[src/common/wdt_pkg.sv]
package wdt_pkg;
   // -------------------------------------------------------------
   // Device bus map
   // -------------------------------------------------------------
   localparam logic [15:0] WRITE_ADDR = 16'hFFAA;
   localparam logic [15:0] READ_CONTROL_ADDR = 16'hFFA8;
   localparam logic [15:0] READ_COUNTER_ADDR = 16'hFFA9;
   localparam logic [7:0] PASSWORD_COUNTER = 8'h5A;
   localparam logic [7:0] PASSWORD_CONTROL = 8'hA5;
   localparam logic [7:0] CONTROL_RESET = 8'h10;
   localparam logic [7:0] COUNTER_RESET = 8'h00;
   localparam logic [7:0] COUNTER_MAX = 8'hFF;
   localparam logic [7:0] READ_DEFAULT = 8'h00;

   // -------------------------------------------------------------
   // Control/status field positions
   // -------------------------------------------------------------
   localparam int FLAG_BIT = 7;
   localparam int MODE_BIT = 6;
   localparam int ENABLE_BIT = 5;
   localparam int FIXED_ONE_BIT = 4;
   localparam int ACTION_BIT = 3;
   localparam int SELECT_MSB = 2;
   localparam int SELECT_LSB = 0;

   // -------------------------------------------------------------
   // Timing
   // -------------------------------------------------------------
   localparam int DIVIDER_WIDTH = 12;
   localparam logic [9:0] CHIP_RESET_CYCLES = 10'd518;
   localparam logic [9:0] CHIP_RESET_LAST = 10'd1;
   localparam logic [9:0] CHIP_RESET_IDLE = 10'd0;

   // -------------------------------------------------------------
   // Controller APB map
   // -------------------------------------------------------------
   localparam logic [7:0] APB_COMMAND = 8'h00;
   localparam logic [7:0] APB_WRITE_DATA = 8'h04;
   localparam logic [7:0] APB_STATUS = 8'h08;
   localparam logic [7:0] APB_SYSTEM_CONTROL = 8'h0C;
   localparam int CMD_WRITE_BIT = 16;
   localparam int CMD_WORD_BIT = 17;
   localparam int ST_BUSY_BIT = 0;
   localparam int ST_DATA_LSB = 8;
   localparam int ST_OVF_BIT = 16;
   localparam int ST_NMI_BIT = 17;
   localparam int ST_RESET_BIT = 18;
   localparam int ST_SOURCE_BIT = 19;
   localparam int SYS_STANDBY_BIT = 0;
   localparam int SYS_SOURCE_CLEAR_BIT = 1;

   // Mask of low divider bits that must all be one for a tick
   function automatic logic [DIVIDER_WIDTH-1:0] divider_mask(input logic [2:0] sel);
      unique case (sel)
         3'h0: divider_mask = 12'h001;
         3'h1: divider_mask = 12'h01F;
         3'h2: divider_mask = 12'h03F;
         3'h3: divider_mask = 12'h07F;
         3'h4: divider_mask = 12'h0FF;
         3'h5: divider_mask = 12'h1FF;
         3'h6: divider_mask = 12'h7FF;
         3'h7: divider_mask = 12'hFFF;
      endcase
   endfunction : divider_mask
endpackage : wdt_pkg

[src/common/wdt_bus_if.sv]
`timescale 1ns/1ps
interface wdt_bus_if;
   logic req;
   logic write;
   logic word;
   logic [15:0] addr;
   logic [15:0] wdata;
   logic ack;
   logic [7:0] rdata;
   logic standby;
   logic source_clear;
   logic ovf_irq;
   logic nmi_req;
   logic chip_reset;
   logic reset_source_indicator;

   modport device (
      input req, write, word, addr, wdata, standby, source_clear,
      output ack, rdata, ovf_irq, nmi_req, chip_reset, reset_source_indicator
   );
   modport host (
      output req, write, word, addr, wdata, standby, source_clear,
      input ack, rdata, ovf_irq, nmi_req, chip_reset, reset_source_indicator
   );
endinterface : wdt_bus_if

[src/rtl/watchdog_interval_timer.sv]
`timescale 1ns/1ps
// Notes on behaviour
// Enabled counter ticks up; wrap sets flag
// Counter zero and stopped while disabled
// Flag cleared by zero write after reading one
// Bit 6 picks interval or watchdog mode
// Bit 3 picks interrupt or chip reset
// Bit 4 reads one, writes ignored
// Three select bits pick eight dividers
// Standby clears bits 7-5, 3; keeps select
// Master writes registers with word accesses only
// Shared write address; high byte is password
// Byte reads at two separate addresses
// Watchdog reset lasts 518 clock cycles
// Software rewrites counter before overflow
// Interval mode requests on every wrap
// Flag set with the overflow action
// Counter write beats simultaneous tick
// Stop counter before changing select bits
// Standby recovery resets all but select
// Reset source indication separates watchdog reset
// Mode and enable bits start operation
// Bad password or byte write ignored
// Free-running divider gives one-cycle ticks
module watchdog_interval_timer
   import wdt_pkg::*;
(
   // Clock and reset
   input wire logic pclk,
   input wire logic presetn,
   // CPU side
   wdt_bus_if.device bus,
   // State seen by the chip
   output logic running,
   output logic overflow_seen
);

   logic [7:0] watchdog_counter;
   logic overflow_flag;
   logic mode_select;
   logic count_enable;
   logic reset_action;
   logic [2:0] prescaler_select;
   logic flag_read_one;
   logic [DIVIDER_WIDTH-1:0] divider;
   logic [9:0] reset_count;
   logic tick;
   logic word_write;
   logic counter_write;
   logic control_write;
   logic control_read;
   logic overflow_event;
   logic reset_start;
   logic [7:0] control_image;

   // -------------------------------------------------------------
   // Decode
   // -------------------------------------------------------------
   assign word_write = bus.req && bus.write && bus.word && (bus.addr == WRITE_ADDR);
   assign counter_write = word_write && (bus.wdata[15:8] == PASSWORD_COUNTER);
   assign control_write = word_write && (bus.wdata[15:8] == PASSWORD_CONTROL);
   assign control_read = bus.req && !bus.write && (bus.addr == READ_CONTROL_ADDR);
   assign tick = (divider & divider_mask(prescaler_select)) == divider_mask(prescaler_select);
   assign overflow_event = count_enable && tick && !counter_write
                           && (watchdog_counter == COUNTER_MAX);
   assign reset_start = overflow_event && mode_select && reset_action;

   always_comb begin
      control_image = CONTROL_RESET;
      control_image[FLAG_BIT] = overflow_flag;
      control_image[MODE_BIT] = mode_select;
      control_image[ENABLE_BIT] = count_enable;
      control_image[FIXED_ONE_BIT] = 1'b1;
      control_image[ACTION_BIT] = reset_action;
      control_image[SELECT_MSB:SELECT_LSB] = prescaler_select;
   end

   // -------------------------------------------------------------
   // Prescaler
   // -------------------------------------------------------------
   always_ff @(posedge pclk or negedge presetn) begin
      if (!presetn) begin
         divider <= '0;
      end else begin
         divider <= divider + 1'b1;
      end
   end

   // -------------------------------------------------------------
   // Counter
   // -------------------------------------------------------------
   always_ff @(posedge pclk or negedge presetn) begin
      if (!presetn) begin
         watchdog_counter <= COUNTER_RESET;
      end else if (bus.standby || !count_enable) begin
         watchdog_counter <= COUNTER_RESET;
      end else if (counter_write) begin
         watchdog_counter <= bus.wdata[7:0];
      end else if (tick) begin
         watchdog_counter <= watchdog_counter + 1'b1;
      end
   end

   // -------------------------------------------------------------
   // Control bits
   // -------------------------------------------------------------
   always_ff @(posedge pclk or negedge presetn) begin
      if (!presetn) begin
         mode_select <= CONTROL_RESET[MODE_BIT];
         count_enable <= CONTROL_RESET[ENABLE_BIT];
         reset_action <= CONTROL_RESET[ACTION_BIT];
      end else if (bus.standby) begin
         mode_select <= CONTROL_RESET[MODE_BIT];
         count_enable <= CONTROL_RESET[ENABLE_BIT];
         reset_action <= CONTROL_RESET[ACTION_BIT];
      end else if (control_write) begin
         mode_select <= bus.wdata[MODE_BIT];
         count_enable <= bus.wdata[ENABLE_BIT];
         reset_action <= bus.wdata[ACTION_BIT];
      end
   end

   always_ff @(posedge pclk or negedge presetn) begin
      if (!presetn) begin
         prescaler_select <= CONTROL_RESET[SELECT_MSB:SELECT_LSB];
      end else if (control_write && !bus.standby) begin
         prescaler_select <= bus.wdata[SELECT_MSB:SELECT_LSB];
      end
   end

   // -------------------------------------------------------------
   // Overflow flag
   // -------------------------------------------------------------
   always_ff @(posedge pclk or negedge presetn) begin
      if (!presetn) begin
         overflow_flag <= CONTROL_RESET[FLAG_BIT];
      end else if (bus.standby) begin
         overflow_flag <= CONTROL_RESET[FLAG_BIT];
      end else if (overflow_event) begin
         overflow_flag <= 1'b1;
      end else if (control_write && !bus.wdata[FLAG_BIT] && flag_read_one) begin
         overflow_flag <= 1'b0;
      end
   end

   // Arms the clear once software has seen the flag at one
   always_ff @(posedge pclk or negedge presetn) begin
      if (!presetn) begin
         flag_read_one <= 1'b0;
      end else if (bus.standby || (control_write && !bus.wdata[FLAG_BIT])) begin
         flag_read_one <= 1'b0;
      end else if (control_read && overflow_flag) begin
         flag_read_one <= 1'b1;
      end
   end

   // -------------------------------------------------------------
   // Overflow actions
   // -------------------------------------------------------------
   always_ff @(posedge pclk or negedge presetn) begin
      if (!presetn) begin
         bus.ovf_irq <= 1'b0;
         bus.nmi_req <= 1'b0;
      end else begin
         bus.ovf_irq <= overflow_event && !mode_select;
         bus.nmi_req <= overflow_event && mode_select && !reset_action;
      end
   end

   always_ff @(posedge pclk or negedge presetn) begin
      if (!presetn) begin
         reset_count <= CHIP_RESET_IDLE;
         bus.chip_reset <= 1'b0;
      end else if (reset_start) begin
         reset_count <= CHIP_RESET_CYCLES;
         bus.chip_reset <= 1'b1;
      end else begin
         if (reset_count != CHIP_RESET_IDLE) begin
            reset_count <= reset_count - 1'b1;
         end
         bus.chip_reset <= reset_count > CHIP_RESET_LAST;
      end
   end

   always_ff @(posedge pclk or negedge presetn) begin
      if (!presetn) begin
         bus.reset_source_indicator <= 1'b0;
      end else if (reset_start) begin
         bus.reset_source_indicator <= 1'b1;
      end else if (bus.source_clear) begin
         bus.reset_source_indicator <= 1'b0;
      end
   end

   // -------------------------------------------------------------
   // Read answer
   // -------------------------------------------------------------
   always_ff @(posedge pclk or negedge presetn) begin
      if (!presetn) begin
         bus.ack <= 1'b0;
         bus.rdata <= READ_DEFAULT;
      end else begin
         bus.ack <= bus.req;
         if (bus.req && !bus.write && bus.addr == READ_CONTROL_ADDR) begin
            bus.rdata <= control_image;
         end else if (bus.req && !bus.write && bus.addr == READ_COUNTER_ADDR) begin
            bus.rdata <= watchdog_counter;
         end else begin
            bus.rdata <= READ_DEFAULT;
         end
      end
   end

   always_ff @(posedge pclk or negedge presetn) begin
      if (!presetn) begin
         running <= 1'b0;
         overflow_seen <= 1'b0;
      end else begin
         running <= count_enable;
         overflow_seen <= overflow_flag;
      end
   end

endmodule : watchdog_interval_timer

[src/flat_wrapper.sv]
// flat-port wrapper written by rule: the top's interface ports become plain ports
module watchdog_interval_timer_flat import wdt_pkg::*;
  (pclk, presetn, running, overflow_seen, bus_req, bus_write, bus_word, bus_addr, bus_wdata, bus_standby, bus_source_clear, bus_ack, bus_rdata, bus_ovf_irq, bus_nmi_req, bus_chip_reset, bus_reset_source_indicator);
  wdt_bus_if bus_i ();
  input wire logic pclk;
  input wire logic presetn;
  output logic running;
  output logic overflow_seen;
  input wire logic [$bits(bus_i.req)-1:0] bus_req;
  input wire logic [$bits(bus_i.write)-1:0] bus_write;
  input wire logic [$bits(bus_i.word)-1:0] bus_word;
  input wire logic [$bits(bus_i.addr)-1:0] bus_addr;
  input wire logic [$bits(bus_i.wdata)-1:0] bus_wdata;
  input wire logic [$bits(bus_i.standby)-1:0] bus_standby;
  input wire logic [$bits(bus_i.source_clear)-1:0] bus_source_clear;
  output wire logic [$bits(bus_i.ack)-1:0] bus_ack;
  output wire logic [$bits(bus_i.rdata)-1:0] bus_rdata;
  output wire logic [$bits(bus_i.ovf_irq)-1:0] bus_ovf_irq;
  output wire logic [$bits(bus_i.nmi_req)-1:0] bus_nmi_req;
  output wire logic [$bits(bus_i.chip_reset)-1:0] bus_chip_reset;
  output wire logic [$bits(bus_i.reset_source_indicator)-1:0] bus_reset_source_indicator;
  assign bus_i.req = bus_req;
  assign bus_i.write = bus_write;
  assign bus_i.word = bus_word;
  assign bus_i.addr = bus_addr;
  assign bus_i.wdata = bus_wdata;
  assign bus_i.standby = bus_standby;
  assign bus_i.source_clear = bus_source_clear;
  assign bus_ack = bus_i.ack;
  assign bus_rdata = bus_i.rdata;
  assign bus_ovf_irq = bus_i.ovf_irq;
  assign bus_nmi_req = bus_i.nmi_req;
  assign bus_chip_reset = bus_i.chip_reset;
  assign bus_reset_source_indicator = bus_i.reset_source_indicator;
  watchdog_interval_timer u_core (.pclk(pclk), .presetn(presetn), .bus(bus_i), .running(running), .overflow_seen(overflow_seen));
endmodule
[config.mk]
export PLATFORM = sky130hd
export DESIGN_NAME = watchdog_interval_timer_flat
export DESIGN_NICKNAME = d
export VERILOG_FILES = /design/src/common/wdt_pkg.sv /design/src/common/wdt_bus_if.sv /design/src/rtl/watchdog_interval_timer.sv /design/src/flat_wrapper.sv
export SDC_FILE = /design/constraint.sdc
export NUM_CORES = 1
export LEC_CHECK = 0
export BUFFER_PORTS_ARGS = -buffer_cell sky130_fd_sc_hd__buf_2
export CAP_MARGIN = 20
export CORE_MARGIN = 2
export CORE_UTILIZATION = 25
export DETAILED_ROUTE_END_ITERATION = 8
export MAX_ROUTING_LAYER = met4
export SLEW_MARGIN = 20
export SYNTH_ARGS = -nofsm -noshare
export SYNTH_HDL_FRONTEND = slang
export SYNTH_SLANG_ARGS = --single-unit
export TNS_END_PERCENT = 50
[constraint.sdc]
create_clock -name pclk -period 4.2 [get_ports pclk]
set_input_delay 0.42 -clock pclk [delete_from_list [all_inputs] [get_ports pclk]]
set_output_delay 0.42 -clock pclk [all_outputs]
set_load 0.02 [all_outputs]
After elaboration in Yosys (flattened, before gate mapping)

Memories as Yosys holds them, arrays and structs flattened.
Index checks and enable logic that the tools add are counted.

Register bits: 53
ROM bits: 176
Input bits: 39
Logic and storage cells: 87
Memories kept: 2

Memories:

| memory          | depth | width | read ports | clocked after Yosys merged registers in | wr ports | RTL line      | RTL |
|---|---|---|---|---|---|---|---|
| (no name shown) | 8     | 11    | 1          | 0                                       | 0        | wdt_pkg.sv:54 | `unique case (sel)` |
| (no name shown) | 8     | 11    | 1          | 0                                       | 0        | wdt_pkg.sv:54 |  |

$add $sub $neg: 3
Magnitude comparators: 1
Equal/unequal tests: 7
Muxes and demuxes: 21
Bitwise logic cells: 1
Reductions and logical operators: 35

Operators with widths:

| cell                                                                   | count |
|---|---|
| 16-bit equality test (second input constant)                           | 3 |
| 8-bit two-way mux                                                      | 5 |
| 10-bit two-way mux                                                     | 2 |
| 1-bit logical AND                                                      | 19 |
| 8-bit equality test (second input constant)                            | 2 |
| 1-bit two-way mux                                                      | 14 |
| 12-bit by 1-bit adder with 12-bit output (second input constant)       | 1 |
| 12-bit bitwise AND                                                     | 1 |
| 12-bit equality test                                                   | 1 |
| 10-bit by 1-bit > comparator with 1-bit output (second input constant) | 1 |
| 10-bit nonzero test                                                    | 1 |
| 10-bit by 1-bit subtractor with 10-bit output (second input constant)  | 1 |
| 8-bit by 1-bit adder with 8-bit output (second input constant)         | 1 |
| 8-bit by 7-bit equality test with 1-bit output (second input constant) | 1 |
| 2-bit nonzero test                                                     | 4 |
| 1-bit logical NOT                                                      | 7 |
| 3-bit nonzero test                                                     | 2 |
| 1-bit logical OR                                                       | 2 |

Depth between registers and ports, before layout

Depth after elaboration: 10
Mapped depth: 8
Gate-level depth less buffers: 8

Worst setup path before layout

OpenSTA, ideal clock, no wires.

Path type: register -> register
From: register u_core.divider[2]
To: register u_core.bus.chip_reset
Arrival: 1.968 ns
Data required time: 4.130 ns
Path slack: 2.162 ns
Stages on the path, launching flop included: 8
Period minus slack after synthesis: 2.038 ns
Cells stage by stage: dfrtp_1 and4_1 buf_4 o2bb2ai_1 nand4_4 or4b_4 or2_4 nand4_2

Word-level cells in the longest chain between the ends: 8

Ends and longest elaborated chain:

| element                        | RTL line                       | RTL |
|---|---|---|
| start: declaration             | watchdog_interval_timer.sv:45  | `logic [DIVIDER_WIDTH-1:0] divider;` |
| start signal: assignment       | watchdog_interval_timer.sv:85  | `divider <= divider + 1'b1;` |
| 12-bit bitwise AND             | watchdog_interval_timer.sv:63  | `assign tick = (divider & divider_mask(prescaler_select)) == divider_mask(prescaler_select);` |
| 12-bit equality test           | watchdog_interval_timer.sv:63  |  |
| 1-bit logical AND (2 in a row) | watchdog_interval_timer.sv:64  | `assign overflow_event = count_enable && tick && !counter_write` |
| 1-bit logical AND              | watchdog_interval_timer.sv:65  | `&& (watchdog_counter == COUNTER_MAX);` |
| 1-bit logical AND (2 in a row) | watchdog_interval_timer.sv:66  | `assign reset_start = overflow_event && mode_select && reset_action;` |
| 1-bit two-way mux              | watchdog_interval_timer.sv:174 | `end else if (reset_start) begin` |
| end signal: assignment         | watchdog_interval_timer.sv:181 | `bus.chip_reset <= reset_count > CHIP_RESET_LAST;` |
| end: declaration               | wdt_bus_if.sv:19               | `output ack, rdata, ovf_irq, nmi_req, chip_reset, reset_source_indicator` |

No other way between the ends.
A chain may end at the register's enable or synchronous reset.

Final worst setup path

From: register u_core.divider[1]
To: register u_core.reset_count[4]

Word-level cells in the longest chain between the ends: 8

Ends and longest elaborated chain:

| element                                                         | RTL line                       | RTL |
|---|---|---|
| 12-bit bitwise AND (*)                                          | watchdog_interval_timer.sv:63  |  |
| 12-bit equality test (*)                                        | watchdog_interval_timer.sv:63  |  |
| 1-bit logical AND (*) (2 in a row)                              | watchdog_interval_timer.sv:64  |  |
| 1-bit logical AND (*)                                           | watchdog_interval_timer.sv:65  |  |
| 1-bit logical AND (*) (2 in a row)                              | watchdog_interval_timer.sv:66  |  |
| 10-bit two-way mux / 2-bit nonzero test (equally long branches) | --                             |  |
| end signal: assignment                                          | watchdog_interval_timer.sv:179 | `reset_count <= reset_count - 1'b1;` |
| end: declaration                                                | watchdog_interval_timer.sv:46  | `logic [9:0] reset_count;` |

Every way passes the cells marked *; elsewhere a longest branch is shown, timed or not.

==> impl_metrics.csv <==
group,metric,value,unit
clocking,htree_levels,2,
cells_and_area,syn2layout_area_growth,22.0,%
grt,top_usage_layer,"met2",
routing,first_pass_iters,4,
worst_setup_path,startpoint_type,"register",
worst_setup_path,max_stage_delay,0.63,ns
synthesis,synth_ff_type,"dfrtp_1",
synthesis,synth.avg_cell_area,10.8,µm²
floorplan,fp.coreArea,9820,µm²
worst_setup_path,crit_family,"simple AND/OR/NAND/NOR gates",
grt,grt_pass1_wl,9.40,mm
floorplan,dieWidth,105,µm
routing,viasPerCell,4.52,
clocking,ctsHoldBuffers,0,
worst_setup_path,cp_data_arrival_time,2.45,ns
worst_setup_path,rr_startpoint,"u_core.divider[1]$_DFF_PN0_",
floorplan,top_level_ports,54,
synthesis,synth_seq_cells,53,
grt,track_usage,0.107,
power,p_leak,1.44,nW
routing,wirelength,5.41,mm
grt,use_met1,0.135,
synthesis,synthCells,235,
routing,via_count,1928,
worst_setup_path,worst_path_max_delay_cell,"or4b_4",
clocking,clockBufferDepth,2,
floorplan,dieArea,11000,µm²
worst_setup_path,cp_num_buf_inv,0,
sta,rsz0062_at_grt,"false",
floorplan,initial_core_util,0.258,
sta,finalSetupViolations,0,
worst_setup_path,startpoint,"u_core.divider[1]$_DFF_PN0_",
sta,max_freq,443,MHz
synthesis,yosys.area.top_type,"dfrtp_1",
cells_and_area,multi_input_area,1170,µm²
grt,grt_max_degree,54,
synthesis,seq_area_frac_synth,0.523,
synthesis,synth_warnings,0,
cells_and_area,drive_above_1_share,0.252,
worst_setup_path,critical_path_class,"reg -> reg",
worst_setup_path,rr_endpoint,"u_core.reset_count[4]$_DFFE_PN0P_",
flow_run,maxCapViolCount,0,
worst_setup_path,reg2reg_depth,6,
power,cellPowerDensity,309,nW/µm²
cells_and_area,fillerInstances,1059,
floorplan,rows,36,
power,ir_drop,0.133,mV
clocking,cts_setup_buffers,0,
clocking,cts.clk_slew.worst_paths,0.10,ns
sta,final.setup.tns,0,ns
clocking,cts_root_buf,"clkbuf_8",
grt,grt_util_met3,0.0250,
placement,hpwl,4.05,mm
synthesis,async_flop_share,1.00,
clocking,cts_resized,0,
worst_setup_path,end_kind,"register",
worst_setup_path,crit_path_cell_trace,"nand4_2, o31ai_4, nand4_4, or4b_4, nor2_2, nor2_1",
placement,place_congestion,0.803,
grt,gr-total-overflow,0,
routing,drc,0,
routing,wire_per_inst,12.7,µm
routing,first_iter_violations,78,
grt,grt_pass1_vias,1997,
routing,drtAntennaViolNets,0,
clocking,cts_num_sinks,53,
clocking,cts_tree,"built",
clocking,cts_made_buffers,5,
sta,timing_max_transition_violations_final,0,
cells_and_area,seq_area,1330,µm²
worst_setup_path,cp.required,4.39,ns
synthesis,yosysUniqueCellTypes,42,
synthesis,synth_area_leaders,"dfrtp_1 52%, xnor2_1 5.9%, nor2_1 3.9%",
clocking,worstSkewPairLatency,0.31,ns
sta,tightest_slew,0.907,ns
cells_and_area,nets,336,
grt,grt_antenna_before_repair,0,
placement,port_buffers,53,
sta,holdWs,0.226,ns
sta,slew_headroom,0.390,
worst_setup_path,crit_cells,6,
grt,use_met2,0.176,
sta,hold_violations,0,
sta,finalCriticalPeriod,2.26,ns
run_status,outcome,"finished clean",
worst_setup_path,endpoint,"u_core.reset_count[4]$_DFFE_PN0P_",
power,total_power,0.000957,W
sta,clock_skew,0.00860,ns
worst_setup_path,reg2reg_setup_slack,1.94,ns
synthesis,synth_area,2530,µm²
sta,period_share,0.537,
synthesis,synth_top_area_frac,0.523,
cells_and_area,diodes,0,
floorplan,die_y,105,µm
synthesis,synth_edf_count,0,
hold_path,min_path_type,"in -> async",
synthesis,syn-num-nets,278,
worst_setup_path,cp_max_fo,9,
[state kept, by name (all words and copies together), names as in the netlist, 3 cells and up]
signal                   count
u_core.watchdog_counter      8
u_core.prescaler_select      3
u_core.reset_count          10
u_core.divider              12
u_core.bus.rdata             8
[Yosys cell counts (2+ instances only)]
cell,n
and4_1,2
nand2_1,12
nand4bb_1,2
nand4_1,6
mux2i_1,4
nor2b_1,7
inv_1,7
nor3_1,7
nand4b_1,2
a211oi_1,3
nor4_1,3
a22o_1,7
o21ai_0,9
mux2_2,3
a21oi_1,12
nor4bb_1,2
ha_1,4
nand3_1,14
clkbuf_1,2
and3_1,4
xor2_1,5
nor2_1,26
xnor2_1,17
nand4_2,2
or4bb_1,2
dfrtp_1,53
nand2b_1,3
[cells by family (layout without fill, tap and decap cells)]
kind of cell               Yosys count  in the layout  share of synthesized area
muxes                                7              7                     0.0291
buffers and inverters               10             69                     0.0163
and+or+nand+nor                    102            102                      0.238
AOI/OAI and AO/OA                   37             37                     0.0978
adders and majority gates            4              4                     0.0198
xor gates and xnor gates            22             22                     0.0760
DFF                                 53             53                      0.523
[cells in the final DEF (no fill, tap or decap), types with 2 or more instances in the layout]
master	count
nand4_2	2
mux2i_1	4
nand2b_1	3
or4bb_1	2
and4_1	2
xnor2_1	17
nand4b_1	2
a21oi_1	12
mux2_2	3
dfrtp_1	53
a22o_1	7
bufinv_16	2
nand2_1	12
nand4_1	6
buf_2	53
o21ai_0	9
nor2_1	26
nand4bb_1	2
inv_1	7
clkbuf_8	5
nor3_1	7
xor2_1	5
a211oi_1	3
and3_1	4
nor4_1	3
nor2b_1	7
nand3_1	14
ha_1	4
nor4bb_1	2
[layer usage]
layer	wire [µm]	vias to the layer above	part of all wire
li1	-	953	-
met1	2570	931	0.47
met2	2610	37	0.48
met3	191	7	0.035
met4	45	0	0.0083
met5	0	-	0
[report_power, final]
part           switching [W]   total, W  leakage (nW)  internal, W
Sequential       0.000000135   0.000510         0.688     0.000510
Combinational      0.0000218  0.0000390         0.688    0.0000172
Clock               0.000170   0.000407        0.0681     0.000237
[worst min path at each step]
stage                                           from                             end  slack (ns)
floorplan                                    presetn        u_core.bus.ack$_DFF_PN0_        0.12
global placement    u_core.overflow_flag$_DFFE_PN0P_  u_core.overflow_seen$_DFF_PN0_        0.42
detailed placement  u_core.overflow_flag$_DFFE_PN0P_  u_core.overflow_seen$_DFF_PN0_        0.42
CTS                                          bus_req        u_core.bus.ack$_DFF_PN0_        0.24
global route                                 bus_req        u_core.bus.ack$_DFF_PN0_        0.23
finish                                       presetn   u_core.bus.rdata[3]$_DFF_PN0_        0.23
[per-stage QoR]
stage          instances  worst slack (ns)  area [µm²]  utilization
2_1_floorplan        235              2.16        2530            -
3_3_place_gp         419              1.81        2960        0.301
3_5_place_dp         419              1.71        2960        0.301
4_1_cts              427              1.92        3090        0.315
5_1_grt              427              1.74        3090        0.315
6_report             427              1.94        3090        0.315
[cell type report]
type	instances	share of cell area
well taps	133	0.0538
repair buffers	54	0.0882
multi-input cells	172	0.377
inverters	7	0.00850
clock buffers	5	0.0223
clock inverters	3	0.0210
flip-flops and latches	53	0.429
Power figures use the tool's default switching activity.
